[src/pkg/kbp_pkg.sv]
package kbp_pkg;
  // ---------------------------------------------------------------
  // Geometry
  // ---------------------------------------------------------------
  localparam int KBP_NPORT = 4;
  localparam int KBP_PW = 8;
  localparam int KBP_NPIN = 31;
  localparam int KBP_PA = 0;
  localparam int KBP_PB = 1;
  localparam int KBP_PC = 2;
  localparam int KBP_PD = 3;
  localparam logic [7:0] KBP_PC_MASK = 8'h7F;
  localparam logic [7:0] KBP_BYTE_MASK = 8'hFF;
  // Flat pin vector: a = 0..7, b = 8..15, c = 16..22, d = 23..30
  localparam int KBP_BASE_D = 23;
  localparam int KBP_C_SCK = 16;
  localparam int KBP_C_SO = 17;
  localparam int KBP_C_SI = 18;
  localparam int KBP_C_P5 = 21;
  localparam int KBP_C_P6 = 22;
  // ---------------------------------------------------------------
  // Register byte offsets
  // ---------------------------------------------------------------
  localparam logic [11:0] KBP_OFF_DATA = 12'h000;
  localparam logic [11:0] KBP_OFF_DIR = 12'h010;
  localparam logic [11:0] KBP_OFF_PU = 12'h020;
  localparam logic [11:0] KBP_OFF_OD = 12'h030;
  localparam logic [11:0] KBP_OFF_FUNC = 12'h034;
  localparam logic [11:0] KBP_OFF_ISTAT = 12'h038;
  localparam logic [11:0] KBP_OFF_IMASK = 12'h03C;
  // ---------------------------------------------------------------
  // Field positions and reset values
  // ---------------------------------------------------------------
  localparam int KBP_OD_A = 0;
  localparam int KBP_OD_B = 1;
  localparam int KBP_OD_C5 = 2;
  localparam int KBP_OD_C6 = 3;
  localparam int KBP_FN_SER = 0;
  localparam int KBP_FN_TMO = 1;
  localparam int KBP_FN_EDGE = 2;
  localparam int KBP_IS_EXT = 0;
  localparam int KBP_IS_KEY = 1;
  localparam logic [7:0] KBP_RST_BYTE = 8'h00;
  localparam logic [3:0] KBP_RST_NIB = 4'h0;
  localparam logic [1:0] KBP_RST_IS = 2'h0;
  typedef enum logic [1:0] {
    KBP_EDGE_NONE, KBP_EDGE_RISE, KBP_EDGE_FALL, KBP_EDGE_BOTH
  } kbp_edge_e;
  typedef logic [7:0] kbp_byte_t;
endpackage

[src/pkg/kbp_sync_if.sv]
`timescale 1ns/100ps
interface kbp_sync_if #(parameter int W = 31);
  logic [W-1:0] lvl;
  logic [W-1:0] rise;
  logic [W-1:0] fall;
  modport src (output lvl, output rise, output fall);
  modport dst (input lvl, input rise, input fall);
endinterface

[src/hw/kbp_pin_sync.sv]
`timescale 1ns/100ps
module kbp_pin_sync #(
  parameter int W = 31
) (
  input wire logic pclk,
  input wire logic presetn,
  input wire logic ce,
  input wire logic [W-1:0] raw,
  kbp_sync_if.src sif
);
  if (W < 1) begin : g_bad_w
    $error("kbp_pin_sync: width must be positive");
  end

  logic [W-1:0] meta_r;
  logic [W-1:0] sync_r;
  logic [W-1:0] prev_r;

  // Pins are asynchronous; only sync_r looks at meta_r
  always_ff @(posedge pclk or negedge presetn) begin
    if (!presetn) begin
      meta_r <= '0;
      sync_r <= '0;
      prev_r <= '0;
    end else if (ce) begin
      meta_r <= raw;
      sync_r <= meta_r;
      prev_r <= sync_r;
    end
  end

  assign sif.lvl = sync_r;
  assign sif.rise = sync_r & ~prev_r;
  assign sif.fall = ~sync_r & prev_r;
endmodule // kbp_pin_sync

[src/hw/kbp_port_top.sv]
// What this block does
// - Each pin independently set input or output
// - Pull-up selectable per pin, only as input
// - Ports a, b: one open-drain choice per port
// - Port c pins 5, 6: own open-drain choice
// - Three 8-bit, one 7-bit port; inputs at reset
// - External interrupt on rising, falling or both
// - Port d pins detect key-return activity
// - Port c pins 0-2 carry serial clock, out, in
// - Port c pin 6 shares irq, timer in, out
//
// The placing of the registers and the APB register port were chosen for this implementation.
`timescale 1ns/100ps
module kbp_port_top (
  input wire logic pclk,
  input wire logic presetn,
  input wire logic ce,
  input wire logic psel,
  input wire logic penable,
  input wire logic pwrite,
  input wire logic [11:0] paddr,
  input wire logic [31:0] pwdata,
  output logic [31:0] prdata,
  output logic pready,
  output logic pslverr,
  input wire logic [kbp_pkg::KBP_PW-1:0] port_a_pins_i,
  output logic [kbp_pkg::KBP_PW-1:0] port_a_pins_o,
  output logic [kbp_pkg::KBP_PW-1:0] port_a_pins_oe,
  output logic [kbp_pkg::KBP_PW-1:0] port_a_pins_pu,
  input wire logic [kbp_pkg::KBP_PW-1:0] port_b_pins_i,
  output logic [kbp_pkg::KBP_PW-1:0] port_b_pins_o,
  output logic [kbp_pkg::KBP_PW-1:0] port_b_pins_oe,
  output logic [kbp_pkg::KBP_PW-1:0] port_b_pins_pu,
  input wire logic [6:0] port_c_pins_i,
  output logic [6:0] port_c_pins_o,
  output logic [6:0] port_c_pins_oe,
  output logic [6:0] port_c_pins_pu,
  input wire logic [kbp_pkg::KBP_PW-1:0] port_d_pins_i,
  output logic [kbp_pkg::KBP_PW-1:0] port_d_pins_o,
  output logic [kbp_pkg::KBP_PW-1:0] port_d_pins_oe,
  output logic [kbp_pkg::KBP_PW-1:0] port_d_pins_pu,
  output logic [kbp_pkg::KBP_PW-1:0] key_return_inputs,
  output logic ser_clk_i,
  input wire logic ser_clk_o,
  input wire logic ser_clk_oe,
  input wire logic ser_dout,
  output logic ser_din,
  output logic tmr_count_in,
  input wire logic tmr_out,
  output logic irq
);
  import kbp_pkg::*;

  // ---------------------------------------------------------------
  // State
  // ---------------------------------------------------------------
  kbp_byte_t lat_r [KBP_NPORT];
  kbp_byte_t dir_r [KBP_NPORT];
  kbp_byte_t pu_r [KBP_NPORT];
  logic [3:0] od_r;
  logic [3:0] func_r;
  logic [1:0] istat_r;
  logic [1:0] imask_r;
  logic cap_r, slverr_r;
  logic [31:0] prdata_r;

  kbp_sync_if #(.W(KBP_NPIN)) sif ();

  kbp_pin_sync #(.W(KBP_NPIN)) u_sync (
    .pclk(pclk),
    .presetn(presetn),
    .ce(ce),
    .raw({port_d_pins_i, port_c_pins_i, port_b_pins_i, port_a_pins_i}),
    .sif(sif.src)
  );

  // ---------------------------------------------------------------
  // APB decode
  // ---------------------------------------------------------------
  logic wr_en, aligned, hit;
  logic [1:0] idx;
  logic [7:0] grp;
  kbp_byte_t msk;
  logic [31:0] rd_val;
  kbp_byte_t in_byte [KBP_NPORT];
  kbp_byte_t view [KBP_NPORT];

  // A late clock enable must not let a stale snapshot be answered
  assign pready = ce & cap_r;
  assign wr_en = psel & penable & pwrite & pready;
  assign idx = paddr[3:2];
  assign grp = paddr[11:4];
  assign aligned = (paddr[1:0] == 2'h0);
  assign msk = (idx == 2'(KBP_PC)) ? KBP_PC_MASK : KBP_BYTE_MASK;
  assign prdata = prdata_r;
  assign pslverr = slverr_r;

  always_comb begin
    in_byte[KBP_PA] = sif.lvl[7:0];
    in_byte[KBP_PB] = sif.lvl[15:8];
    in_byte[KBP_PC] = {1'b0, sif.lvl[22:16]};
    in_byte[KBP_PD] = sif.lvl[30:23];
    for (int p = 0; p < KBP_NPORT; p++) begin
      view[p] = (dir_r[p] & lat_r[p]) | (~dir_r[p] & in_byte[p]);
    end
  end

  always_comb begin
    rd_val = '0;
    hit = aligned;
    case (grp)
      KBP_OFF_DATA[11:4]: rd_val[7:0] = view[idx];
      KBP_OFF_DIR[11:4]: rd_val[7:0] = dir_r[idx];
      KBP_OFF_PU[11:4]: rd_val[7:0] = pu_r[idx];
      default: begin
        case (paddr)
          KBP_OFF_OD: rd_val[3:0] = od_r;
          KBP_OFF_FUNC: rd_val[3:0] = func_r;
          KBP_OFF_ISTAT: rd_val[1:0] = istat_r;
          KBP_OFF_IMASK: rd_val[1:0] = imask_r;
          default: hit = 1'b0;
        endcase
      end
    endcase
  end

  // Snapshot at the first enabled edge so a frozen setup cannot hang
  always_ff @(posedge pclk or negedge presetn) begin
    if (!presetn) begin
      cap_r <= 1'b0;
      prdata_r <= '0;
      slverr_r <= 1'b0;
    end else if (ce) begin
      if (psel && !cap_r) begin
        cap_r <= 1'b1;
        prdata_r <= pwrite ? 32'h0000_0000 : rd_val;
        slverr_r <= ~hit;
      end else if (psel && penable && cap_r) begin
        cap_r <= 1'b0;
      end
    end
  end

  // ---------------------------------------------------------------
  // Port registers
  // ---------------------------------------------------------------
  always_ff @(posedge pclk or negedge presetn) begin
    if (!presetn) begin
      for (int p = 0; p < KBP_NPORT; p++) begin
        lat_r[p] <= KBP_RST_BYTE;
        dir_r[p] <= KBP_RST_BYTE;
        pu_r[p] <= KBP_RST_BYTE;
      end
    end else if (ce && wr_en && aligned) begin
      if (grp == KBP_OFF_DATA[11:4]) lat_r[idx] <= pwdata[7:0] & msk;
      if (grp == KBP_OFF_DIR[11:4]) dir_r[idx] <= pwdata[7:0] & msk;
      if (grp == KBP_OFF_PU[11:4]) pu_r[idx] <= pwdata[7:0] & msk;
    end
  end

  always_ff @(posedge pclk or negedge presetn) begin
    if (!presetn) begin
      od_r <= KBP_RST_NIB;
      func_r <= KBP_RST_NIB;
      imask_r <= KBP_RST_IS;
    end else if (ce && wr_en) begin
      if (paddr == KBP_OFF_OD) od_r <= pwdata[3:0];
      if (paddr == KBP_OFF_FUNC) func_r <= pwdata[3:0];
      if (paddr == KBP_OFF_IMASK) imask_r <= pwdata[1:0];
    end
  end

  // ---------------------------------------------------------------
  // Pin drive
  // ---------------------------------------------------------------
  logic [KBP_NPIN-1:0] dir_f, lat_f, pu_f, od_f;
  logic [KBP_NPIN-1:0] fn_en, fn_oe, fn_val;
  logic [KBP_NPIN-1:0] want_oe, pin_val, pin_oe, pin_pu;

  assign dir_f = {dir_r[3], dir_r[2][6:0], dir_r[1], dir_r[0]};
  assign lat_f = {lat_r[3], lat_r[2][6:0], lat_r[1], lat_r[0]};
  assign pu_f = {pu_r[3], pu_r[2][6:0], pu_r[1], pu_r[0]};

  assign od_f = {8'h00, od_r[KBP_OD_C6], od_r[KBP_OD_C5], 5'h00,
    {8{od_r[KBP_OD_B]}}, {8{od_r[KBP_OD_A]}}};

  // Alternate functions take the pin over from the port latch
  always_comb begin
    fn_en = '0;
    fn_oe = '0;
    fn_val = '0;
    if (func_r[KBP_FN_SER]) begin
      fn_en[KBP_C_SCK] = 1'b1;
      fn_oe[KBP_C_SCK] = ser_clk_oe;
      fn_val[KBP_C_SCK] = ser_clk_o;
      fn_en[KBP_C_SO] = 1'b1;
      fn_oe[KBP_C_SO] = 1'b1;
      fn_val[KBP_C_SO] = ser_dout;
      fn_en[KBP_C_SI] = 1'b1;
    end
    if (func_r[KBP_FN_TMO]) begin
      fn_en[KBP_C_P6] = 1'b1;
      fn_oe[KBP_C_P6] = 1'b1;
      fn_val[KBP_C_P6] = tmr_out;
    end
  end

  for (genvar i = 0; i < KBP_NPIN; i++) begin : g_pin
    assign want_oe[i] = fn_en[i] ? fn_oe[i] : dir_f[i];
    assign pin_val[i] = fn_en[i] ? fn_val[i] : lat_f[i];
    // Open-drain drives only the low level
    assign pin_oe[i] = want_oe[i] & ~(od_f[i] & pin_val[i]);
    assign pin_pu[i] = ~want_oe[i] & pu_f[i];
  end

  assign {port_d_pins_o, port_c_pins_o, port_b_pins_o,
    port_a_pins_o} = pin_val;
  assign {port_d_pins_oe, port_c_pins_oe, port_b_pins_oe,
    port_a_pins_oe} = pin_oe;
  assign {port_d_pins_pu, port_c_pins_pu, port_b_pins_pu,
    port_a_pins_pu} = pin_pu;
  assign key_return_inputs = sif.lvl[30:23];
  assign ser_clk_i = sif.lvl[KBP_C_SCK];
  assign ser_din = sif.lvl[KBP_C_SI];
  assign tmr_count_in = sif.lvl[KBP_C_P6];

  // ---------------------------------------------------------------
  // Interrupts
  // ---------------------------------------------------------------
  kbp_edge_e edge_sel;
  logic ext_ev, key_ev;
  logic [1:0] is_clr, is_set;

  assign edge_sel = kbp_edge_e'(func_r[KBP_FN_EDGE+1:KBP_FN_EDGE]);

  always_comb begin
    case (edge_sel)
      KBP_EDGE_RISE: ext_ev = sif.rise[KBP_C_P6];
      KBP_EDGE_FALL: ext_ev = sif.fall[KBP_C_P6];
      KBP_EDGE_BOTH: ext_ev = sif.rise[KBP_C_P6] | sif.fall[KBP_C_P6];
      default: ext_ev = 1'b0;
    endcase
    ext_ev = ext_ev & ~want_oe[KBP_C_P6];
  end

  // A key press pulls a return line low; driven lines are ignored
  assign key_ev = |(sif.fall[30:23] & ~want_oe[30:23]);
  assign is_set = {key_ev, ext_ev};
  assign is_clr = (wr_en && paddr == KBP_OFF_ISTAT) ? pwdata[1:0] : 2'h0;

  always_ff @(posedge pclk or negedge presetn) begin
    if (!presetn) begin
      istat_r <= KBP_RST_IS;
    end else if (ce) begin
      istat_r <= (istat_r & ~is_clr) | is_set;
    end
  end

  assign irq = |(istat_r & imask_r);

  // ---------------------------------------------------------------
  // Assertions
  // ---------------------------------------------------------------
  property p_dir_write;
    @(posedge pclk) disable iff (!presetn)
    (wr_en && paddr == KBP_OFF_DIR) |=> dir_r[KBP_PA] == $past(pwdata[7:0]);
  endproperty
  a_dir_write: assert property (p_dir_write)
    else $error("direction write not applied");

  property p_pu_input;
    @(posedge pclk) disable iff (!presetn)
    port_a_pins_pu == (pu_r[KBP_PA] & ~dir_r[KBP_PA]);
  endproperty
  a_pu_input: assert property (p_pu_input)
    else $error("pull-up on while pin drives");

  property p_od_port;
    @(posedge pclk) disable iff (!presetn)
    od_r[KBP_OD_A] |-> (port_a_pins_oe & port_a_pins_o) == 8'h00;
  endproperty
  a_od_port: assert property (p_od_port)
    else $error("open-drain port a drives high");

  property p_od_pin5;
    @(posedge pclk) disable iff (!presetn)
    port_c_pins_oe[5] == (dir_r[KBP_PC][5]
      && !(od_r[KBP_OD_C5] && lat_r[KBP_PC][5]));
  endproperty
  a_od_pin5: assert property (p_od_pin5)
    else $error("port c pin 5 drive wrong");

  property p_reset_inputs;
    @(posedge pclk) disable iff (!presetn)
    !$past(presetn) |-> (pin_oe == '0 && irq == 1'b0);
  endproperty
  a_reset_inputs: assert property (p_reset_inputs)
    else $error("pin driven right after reset");

  property p_ext_rise;
    @(posedge pclk) disable iff (!presetn)
    (ce && edge_sel == KBP_EDGE_RISE && sif.rise[KBP_C_P6]
      && !want_oe[KBP_C_P6]) |=> istat_r[KBP_IS_EXT];
  endproperty
  a_ext_rise: assert property (p_ext_rise)
    else $error("rising edge interrupt missed");

  property p_key_set;
    @(posedge pclk) disable iff (!presetn)
    (ce && key_ev) |=> istat_r[KBP_IS_KEY] ##1 istat_r[KBP_IS_KEY]
      || $past(is_clr[KBP_IS_KEY]);
  endproperty
  a_key_set: assert property (p_key_set)
    else $error("key return event lost");

  property p_ser_out;
    @(posedge pclk) disable iff (!presetn)
    func_r[KBP_FN_SER] |-> (port_c_pins_o[1] == ser_dout
      && port_c_pins_oe[2] == 1'b0);
  endproperty
  a_ser_out: assert property (p_ser_out)
    else $error("serial pins not routed");

  property p_tmr_out;
    @(posedge pclk) disable iff (!presetn)
    (func_r[KBP_FN_TMO] && !od_r[KBP_OD_C6]) |->
      (port_c_pins_oe[6] && port_c_pins_o[6] == tmr_out);
  endproperty
  a_tmr_out: assert property (p_tmr_out)
    else $error("timer output not on pin");

  property p_read_latch;
    @(posedge pclk) disable iff (!presetn)
    (psel && penable && pready && !pwrite && paddr == KBP_OFF_DATA
      && $stable(dir_r[KBP_PA]) && $stable(lat_r[KBP_PA]))
      |-> (prdata[7:0] & dir_r[KBP_PA]) == (lat_r[KBP_PA] & dir_r[KBP_PA]);
  endproperty
  a_read_latch: assert property (p_read_latch)
    else $error("output port read not latch");
endmodule // kbp_port_top

[config.mk]
export PLATFORM = sky130hd
export DESIGN_NAME = kbp_port_top
export DESIGN_NICKNAME = d
export VERILOG_FILES = /design/src/pkg/kbp_pkg.sv /design/src/pkg/kbp_sync_if.sv /design/src/hw/kbp_pin_sync.sv /design/src/hw/kbp_port_top.sv
export SDC_FILE = /design/constraint.sdc
export NUM_CORES = 1
export LEC_CHECK = 0
export BUFFER_PORTS_ARGS = -buffer_cell sky130_fd_sc_hd__buf_2
export CORE_UTILIZATION = 54
export DETAILED_ROUTE_END_ITERATION = 7
export GPL_TIMING_DRIVEN = 0
export PLACE_DENSITY = 0.8
export SLEW_MARGIN = 20
export SYNTH_ARGS = -nofsm -noshare
export SYNTH_HDL_FRONTEND = slang
export SYNTH_SLANG_ARGS = --single-unit
[constraint.sdc]
create_clock -name pclk -period 2.45 [get_ports pclk]
set_input_delay 0.1225 -clock pclk [delete_from_list [all_inputs] [get_ports pclk]]
set_output_delay 0.1225 -clock pclk [all_outputs]
set_load 0.02 [all_outputs]
==> results of run 1 <==
[layout make-up]
type | count | share of cell area [%]
clock inverter | 10 | 1.15
buffer | 108 | 5.67
timing repair buffer | 220 | 11.5
tap | 225 | 2.35
clock buffer | 22 | 3.95
multi-input combinational | 473 | 35.8
inverter | 6 | 0.188
sequential | 189 | 39.4
[what timing repair did]
item                                   CTS  global route
setup endpoints to repair               60            72
resized for setup                        5             8
pin swaps                                4             5
hold buffers                            35             0
endpoints found under the hold margin   89             0
buffers inserted                         3             7
[flip-flops by register name, indices dropped and copies added, names as in the netlist, 9 cells and up]
| register | cells |
|---|---|
| u_sync.prev_r | 9 |
| dir_f | 21 |
| u_sync.meta_r | 31 |
| u_sync.sif.lvl | 31 |
| pu_f | 31 |
[final timing paths]
check | endpoint | cells after the start | slack (ns)
max reg2reg | pu_f[18]$_DFFE_PN0P_ | 6 | 0.05
min | port_d_pins_o[3]$_DFFE_PN0P_ | 2 | 0.05
min reg2reg | prdata[7]$_DFFE_PN0P_ | 2 | 0.48
max in group asynchronous | u_sync.meta_r[5]$_DFFE_PN0P_ | 3 | 1.55
min in group asynchronous | u_sync.meta_r[30]$_DFFE_PN0P_ | 2 | 0.19
max | pu_f[18]$_DFFE_PN0P_ | 6 | 0.05
[critical path: stages (launching register included)]
cell	delay [ns]
dfrtp_1	0.40
nand4_1	0.17
or4_4	0.58
buf_6	0.18
or4_1	0.40
buf_4	0.22
mux2_4	0.31
[kinds of logic after synthesis]
family                   count (synthesis)  share of synthesized area [%]
AND/OR/NAND/NOR                        124                           8.25
adder cells (fa/ha/maj)                  2                          0.261
other                                    1                         0.0392
buffers and inverters                  114                           7.32
AO/OA/AOI/OAI                           73                           5.35
multiplexers                           250                           29.4
flip-flops                             189                           49.4
[cells in the final DEF (no fill, tap or decap), types with 6 or more instances in the layout]
cell,count
nand2_1,12
mux2_2,167
mux2i_1,69
nor2b_1,33
dlygate4sd3_1,35
clkbuf_16,17
o22ai_1,15
dfrtp_1,189
conb_1,24
nand4_1,6
a21boi_0,18
clkbuf_1,31
nor2_1,18
nand2b_1,6
buf_4,78
mux2_4,7
a22oi_1,12
nor4_1,6
o21ai_0,10
inv_1,6
buf_2,173
[metal layers]
metal | global-route usage [%] | share of wire, % | vias to the layer above
met2 | 47.1 | 46 | 356
met4 | 12.7 | 3.2 | 0
met5 | 0 | 0 | -
met3 | 6.06 | 7.7 | 52
li1 | - | - | 3155
met1 | 42.5 | 43 | 3589
[metrics by stage]
stage / hold slack, ns / instances / setup slack, ns / area (um2)
after CTS: 0.0377 / 1246 / -0.0413 / 11900
after global placement: 0.354 / 1174 / -1.82 / 10800
final: 0.0494 / 1253 / 0.0499 / 12000
after global routing: 0.0306 / 1253 / -0.0264 / 12000
after detailed placement: 0.0749 / 1176 / -0.454 / 10900
after floorplan: -0.173 / 776 / 0.104 / 9660
[power by group through the flow]
stage                     registers [uW]  logic, uW  clock network, uW
after floorplan                     3430        488                  0
after global placement              3450        766                  0
after detailed placement            3460        796                  0
after CTS                           3400        843               2900
after global routing                3430        916               3020
final                               3410        850               2880
==> results.json, run 1 <==
{
  "status": "finished clean",
  "viasPerCell": 5.71,
  "worst_slew_margin_rel_pct": 37.1,
  "synth.most_common_cell": "dfrtp_1",
  "track_usage_pct": 30.6,
  "p_int_uw": 5360,
  "first_global_vias": 6814,
  "startpoint_type": "register",
  "finalPower_uw": 7140,
  "grt_max_degree": 71,
  "initial_core_util_pct": 55.3,
  "hp-start": "pwdata[3]",
  "clock-root-buffer": "clkbuf_16",
  "p_per_area_nw_per_um2": 595,
  "routedWlPerCell_um": 21.6,
  "die_x_um": 135,
  "r2r_start": "cap_r$_DFFE_PN0P_",
  "cts_sinks": 189,
  "clk-insertion-delay-late_ns": 0.44,
  "rows": 48,
  "leakage_uw": 0.00601,
  "dp_hpwl_um": 19300,
  "nets": 1102,
  "cts_tree": "done",
  "p_sw_share_pct": 25.0,
  "hp-class": "in2reg",
  "synth_warnings": 0,
  "yosys.area.top_type": "dfrtp_1",
  "die_area_um2": 18300,
  "cp_max_fo": 10,
  "synth_ff_type": "dfrtp_1",
  "syn_to_final_growth_pct": 25.3,
  "utilization_pct": 69.4,
  "drv_cap": 0,
  "dr.first_iter.drc_count": 648,
  "critPathLaunch": "cap_r$_DFFE_PN0P_",
  "fmax_ghz": 0.417,
  "synthTopCellsByCount": "189 x dfrtp_1, 167 x mux2_2, 70 x buf_4",
  "fillCellCount": 1259,
  "seq_area_um2": 4730,
  "route.detailed.drc": 0,
  "ys_async_sr_fraction_pct": 100,
  "p_comb_share_pct": 11.9,
  "synthTopCellsByArea": "dfrtp_1 49%, mux2_2 20%, mux2i_1 7.2%",
  "worstPathArrival_ns": 2.72,
  "drt-total-wl_um": 27100,
  "p_clk_share_pct": 40.4,
  "worst_ep_required_time_ns": 2.77,
  "final_hold_viol_count": 0,
  "power_switching_uw": 1780,
  "ys_types": 49,
  "ctsLongestPathBuffers": 2,
  "ioPinCount": 224,
  "synth_seq_cells": 189,
  "grt_pass1_wl_um": 40100,
  "ir_drop_v": 0.000504,
  "grt_overflow": 0,
  "antenna_cells": 0,
  "ant_nets": 0,
  "crit_type": "reg2reg",
  "cts-buffers-inserted": 17,
  "portBuffers": 173,
  "finalClockSkew_ns": 0.00923,
  "dr.pass1.iters": 5,
  "fin_crit_sh_pct": 98.0,
  "ys_seq_area_share_pct": 49.4,
  "syn_area_um2": 9570,
  "core-area_um2": 17300,
  "cts-htree-levels": 4,
  "seqPwrFrac_pct": 47.7,
  "yosysTopAreaCellShare_pct": 49.4,
  "die_h_um": 135,
  "multi_input_area_um2": 4290,
  "synth-edff-count": 0,
  "tightest_slew_ns": 0.943,
  "avgSynthCellArea_um2": 12.7,
  "antenna_found_initial": 0,
  "timing.final.max_slew_violations": 0,
  "setup_tns_ns": 0,
  "fin_crit_ns": 2.40,
  "postSynthCellCount": 753,
  "cts.clk_slew.worst_paths_ns": 0.07,
  "setup-violations-final": 0,
  "place_congestion": 0.940,
  "num_vias": 7152,
  "end_kind": "register",
  "drive_gt1_share_pct": 47.9
}
Note: power is estimated with default switching activity, not from simulation.
==> run 2: changes to the inputs <==
SETUP_SLACK_MARGIN = 0.1   (was default)
==> run 2 against run 1 <==
Net effect: first-iteration DRC count down 11%; global-route usage up 0.14 points; total power hardly changed; clock-buffer cell count unchanged; critical path type unchanged; largest cell class unchanged.
==> results.json, run 2 (synthesis results as in run 1) <==
{
  "rsz0062_at_grt": "yes",
  "dr.first_iter.drc_count": 576,
  "fin_crit_sh_pct": 94.2,
  "dp_cells": 1176,
  "leakage_uw": 0.00605,
  "cts-htree-levels": 4,
  "finalHoldWorstSlack_ns": 0.0491,
  "ioPinCount": 224,
  "num_vias": 7103,
  "final_hold_viol_count": 0,
  "antenna_cells": 0,
  "routedWlPerCell_um": 21.5,
  "end_kind": "register",
  "reg2reg_depth": 6,
  "ctsLongestPathBuffers": 2,
  "fmax_ghz": 0.433,
  "cts-buffers-inserted": 17,
  "timing.final.max_slew_violations": 0,
  "p_sw_share_pct": 25.0,
  "fin_crit_ns": 2.31,
  "cp_max_fo": 10,
  "startpoint_type": "register",
  "final_cell_mix": "189 x dfrtp_1, 172 x buf_2, 167 x mux2_2",
  "crit_type": "reg2reg",
  "worst_slew_margin_rel_pct": 35.8,
  "finish.instance_area_um2": 12100,
  "finalClockSkew_ns": 0.00672,
  "p_comb_share_pct": 12.0,
  "grt_overflow": 0,
  "grt_max_degree": 71,
  "portBuffers": 173,
  "p_int_uw": 5360,
  "final_common_cell": "dfrtp_1",
  "clk-insertion-delay-late_ns": 0.44,
  "place_congestion": 0.940,
  "setup-violations-final": 0,
  "worst_ep_required_time_ns": 2.77,
  "ir_drop_v": 0.000501,
  "drt-total-wl_um": 27100,
  "finalPower_uw": 7150,
  "seqPwrFrac_pct": 47.7,
  "nets": 1108,
  "p_per_area_nw_per_um2": 592,
  "route.detailed.drc": 0,
  "tightest_slew_ns": 0.963,
  "die_h_um": 135,
  "p_clk_share_pct": 40.3,
  "seq_area_um2": 4730,
  "first_global_vias": 6827,
  "cts_sinks": 189,
  "power_switching_uw": 1780,
  "cts.clk_slew.worst_paths_ns": 0.07,
  "fillCellCount": 1258,
  "grt_pass1_wl_um": 40400,
  "syn_to_final_growth_pct": 26.1,
  "worstPathArrival_ns": 2.63,
  "multi_input_area_um2": 4290,
  "ant_nets": 0,
  "r2r_end": "pu_f[18]$_DFFE_PN0P_",
  "drive_gt1_share_pct": 48.4,
  "placed_cell_area_um2": 10900,
  "dp_hpwl_um": 19300,
  "drv_cap": 0,
  "core-area_um2": 17300,
  "critPathLaunch": "cap_r$_DFFE_PN0P_",
  "rrSetupSlack_ns": 0.14,
  "clock-root-buffer": "clkbuf_16",
  "cts_tree": "done",
  "track_usage_pct": 30.7,
  "r2r_start": "cap_r$_DFFE_PN0P_",
  "stdcell_count": 1259,
  "hp-class": "in2reg",
  "initial_core_util_pct": 55.3,
  "crit_end": "pu_f[18]$_DFFE_PN0P_",
  "viasPerCell": 5.64,
  "antenna_found_initial": 0,
  "rows": 48,
  "die_x_um": 135,
  "dr.pass1.iters": 5,
  "die_area_um2": 18300,
  "status": "finished clean"
}
[run 2: cell types whose count changed in the layout (fill, tap and decap cells not counted)]
cell	previous run	this run
buf_6	1	0
clkbuf_2	3	4
buf_4	78	84
clkbuf_1	31	30
or4_1	5	4
or4_4	1	2
buf_2	173	172
buf_12	2	4
[run 2: layout make-up]
class,count,share of cell area [%]
tap,225,2.33
sequential,189,39.2
clock buffer,22,3.93
timing repair buffer,226,11.8
clock inverter,10,1.14
inverter,6,0.187
multi-input combinational,473,35.6
buffer,108,5.85
[run 2: how the worst min path moves through the flow]
stage / slack [ns] / end / cells past startpoint / from
after detailed placement: 0.07 / u_sync.meta_r[30]$_DFFE_PN0P_ / 1 / presetn
after CTS: 0.04 / port_d_pins_o[3]$_DFFE_PN0P_ / 2 / pwdata[3]
after global routing: 0.03 / port_d_pins_o[3]$_DFFE_PN0P_ / 2 / pwdata[3]
final: 0.05 / port_d_pins_o[3]$_DFFE_PN0P_ / 2 / pwdata[3]
after floorplan: -0.17 / cap_r$_DFFE_PN0P_ / 0 / presetn
after global placement: 0.35 / u_sync.meta_r[26]$_DFFE_PN0P_ / 2 / port_d_pins_i[3]
[run 2: metrics by stage]
| stage | setup WS (ns) | setup TNS [ns] | util (%) |
|---|---|---|---|
| 2_1_floorplan | 0.104 | 0 | - |
| 3_3_place_gp | -1.82 | -369.37 | 62.5 |
| 3_5_place_dp | -0.454 | -26.99 | 62.9 |
| 4_1_cts | 0.0334 | 0 | 69.3 |
| 5_1_grt | 0.0689 | 0 | 69.8 |
| 6_report | 0.143 | 0 | 69.8 |
[run 2: per-layer routing]
metal	up-vias	part of all wire, %	track usage [%]
met1	3555	43	42.7
met4	0	3.0	12.4
met3	48	7.4	6.14
met2	340	47	47.4
met5	-	0	0
li1	3160	-	-
[run 2: critical path: stages, from the launching register on]
cell and delay (ns):
dfrtp_1 0.35, nand4_1 0.16, or4_4 0.62, buf_12 0.17, or4_4 0.43, buf_12 0.17, mux2_4 0.29
[run 2: repair_timing]
action / in CTS / in global routing
gates resized for setup: 7 / 15
hold buffers: 35 / 0
endpoints found under the hold margin: 89 / 0
buffers inserted: 11 / 5
setup endpoints to repair: 96 / 40
pin swaps: 7 / 2
[run 2: power by group through the flow]
stage,clock (uW),sequential [uW],combinational (uW)
after global placement,0,3450,766
after detailed placement,0,3460,796
after floorplan,0,3430,488
after CTS,2900,3400,850
final,2880,3410,857
after global routing,3020,3420,924
==> run 3: changes to the inputs <==
REMOVE_ABC_BUFFERS = 1   (was default)
==> run 3 against run 2 <==
Net effect: critical path depth fell by 1; combinational power fell by 12%; global-route usage fell by 2.5 points; clock power barely moved; flip-flop and latch count did not move.
==> results.json, run 3 (synthesis results as in run 1) <==
{
  "syn_to_final_growth_pct": 19.3,
  "worst_ep_required_time_ns": 2.75,
  "status": "finished clean",
  "place_congestion": 0.889,
  "path_delay_family": "simple AND/OR/NAND/NOR gates",
  "dr.pass1.iters": 5,
  "setup_tns_ns": 0,
  "crit_type": "in2reg",
  "hp-class": "in2reg",
  "hp-start": "psel",
  "die_area_um2": 18300,
  "finalClockSkew_ns": 0.00612,
  "clk-insertion-delay-late_ns": 0.43,
  "grt_overflow": 0,
  "portBuffers": 175,
  "rsz0062_at_grt": "yes",
  "tightest_slew_ns": 1.35,
  "worst_slew_margin_rel_pct": 9.15,
  "timing.final.max_slew_violations": 0,
  "drt-total-wl_um": 24900,
  "ctsLongestPathBuffers": 2,
  "cts-htree-levels": 4,
  "fin_crit_ns": 2.41,
  "ant_nets": 0,
  "cts-buffers-inserted": 17,
  "crit_path_top_delay_cell": "nor4_1",
  "num_vias": 6751,
  "cp_max_fo": 7,
  "cts.clk_slew.worst_paths_ns": 0.06,
  "cts_sinks": 189,
  "ioPinCount": 224,
  "dp_hpwl_um": 16300,
  "leakage_uw": 0.00563,
  "utilization_pct": 66.0,
  "clock-root-buffer": "clkbuf_16",
  "grt_max_degree": 101,
  "die_h_um": 135,
  "p_per_area_nw_per_um2": 615,
  "viasPerCell": 5.84,
  "pre_cts_ws_ns": -0.925,
  "fin_ws_ns": 0.0402,
  "drv_cap": 0,
  "ir_drop_v": 0.000460,
  "fmax_ghz": 0.415,
  "drive_gt1_share_pct": 46.6,
  "routedWlPerCell_um": 21.6,
  "cpPeakStageDelay_ns": 1.15,
  "first_global_vias": 6704,
  "rrSetupSlack_ns": 0.10,
  "cts_tree": "done",
  "critPathLaunch": "paddr[7]",
  "initial_core_util_pct": 55.3,
  "die_x_um": 135,
  "r2r_start": "cap_r$_DFFE_PN0P_",
  "finalPower_uw": 7020,
  "nets": 1006,
  "final_common_cell": "dfrtp_1",
  "crit_chain": "buf_2 -> or4_1 -> nor4_1 -> a22oi_1 -> o311ai_0",
  "setup-violations-final": 0,
  "dr.first_iter.drc_count": 411,
  "fin_crit_sh_pct": 98.4,
  "antenna_found_initial": 3,
  "crit_buf_inv": 1,
  "track_usage_pct": 28.2,
  "end_kind": "register",
  "grt_pass1_wl_um": 38200,
  "route.detailed.drc": 0,
  "worstPathArrival_ns": 2.71,
  "final_cell_mix": "189 x dfrtp_1, 172 x buf_2, 167 x mux2_2",
  "startpoint_type": "input pin",
  "core-area_um2": 17300,
  "final_hold_viol_count": 0,
  "rows": 48,
  "finalHoldWorstSlack_ns": 0.0641
}
-- run 3: cell types whose count changed in the layout (fill, tap and decap cells not counted), sizes merged, moves of 2 or more --
cell and change:
clkinvlp -2, diode +3, dlygate4sd3 -3, clkinv -3, buf -67, clkbuf -33
-- run 3: final cells by class --
class	instances	area, um2
fill	1311	5880
sequential	189	4730
multi-input combinational	473	4300
timing repair buffer	232	1480
clock buffer	21	460
tap	225	282
clock inverter	7	139
inverter	6	22.5
antenna	3	7.51
-- run 3: tightest hold or removal path, delay by kind of cell --
| family | cells | cell delay (ns) |
|---|---|---|
| AND/OR/NAND/NOR | 1 | 0.11 |
| AO/OA/AOI/OAI | 1 | 0.11 |
| buffers and inverters | 1 | 0.11 |
-- run 3: final timing paths --
check | endpoint | depth (start not counted)
worst max-delay path | prdata[5]$_DFFE_PN0P_ | 5
worst min-delay path | cap_r$_DFFE_PN0P_ | 3
worst max register to register | port_a_pins_o[2]$_DFFE_PN0P_ | 4
worst min register to register | prdata[7]$_DFFE_PN0P_ | 2
max in group asynchronous | port_d_pins_oe[0]$_DFFE_PN0P_ | 3
min in group asynchronous | u_sync.meta_r[5]$_DFFE_PN0P_ | 2
-- run 3: where the power goes --
| part | internal [uW] | switching (uW) |
|---|---|---|
| clock | 1740 | 1130 |
| sequential | 3290 | 106 |
| combinational | 332 | 425 |
-- run 3: repair_timing --
item,CTS,global route
setup endpoints to repair,108,67
gates resized for setup,11,4
hold buffers,32,0
cloned,0,0
hold endpoints to repair,120,0
pin swaps,7,5
buffers inserted,14,9
-- run 3: layer usage --
| layer | vias up | routed length, um | GRT usage (%) |
|---|---|---|---|
| met2 | 318 | 11600 | 44.2 |
| met5 | - | 0 | 0 |
| met3 | 73 | 2030 | 8.31 |
| met1 | 3379 | 10400 | 36.9 |
| li1 | 2981 | - | - |
| met4 | 0 | 944 | 11.4 |
-- run 3: stage by stage --
stage,instance area (um2),std cells
floorplan,8980,668
global placement,10100,1068
global route,11400,1154
detailed placement,10200,1070
CTS,11300,1144
finish,11400,1156
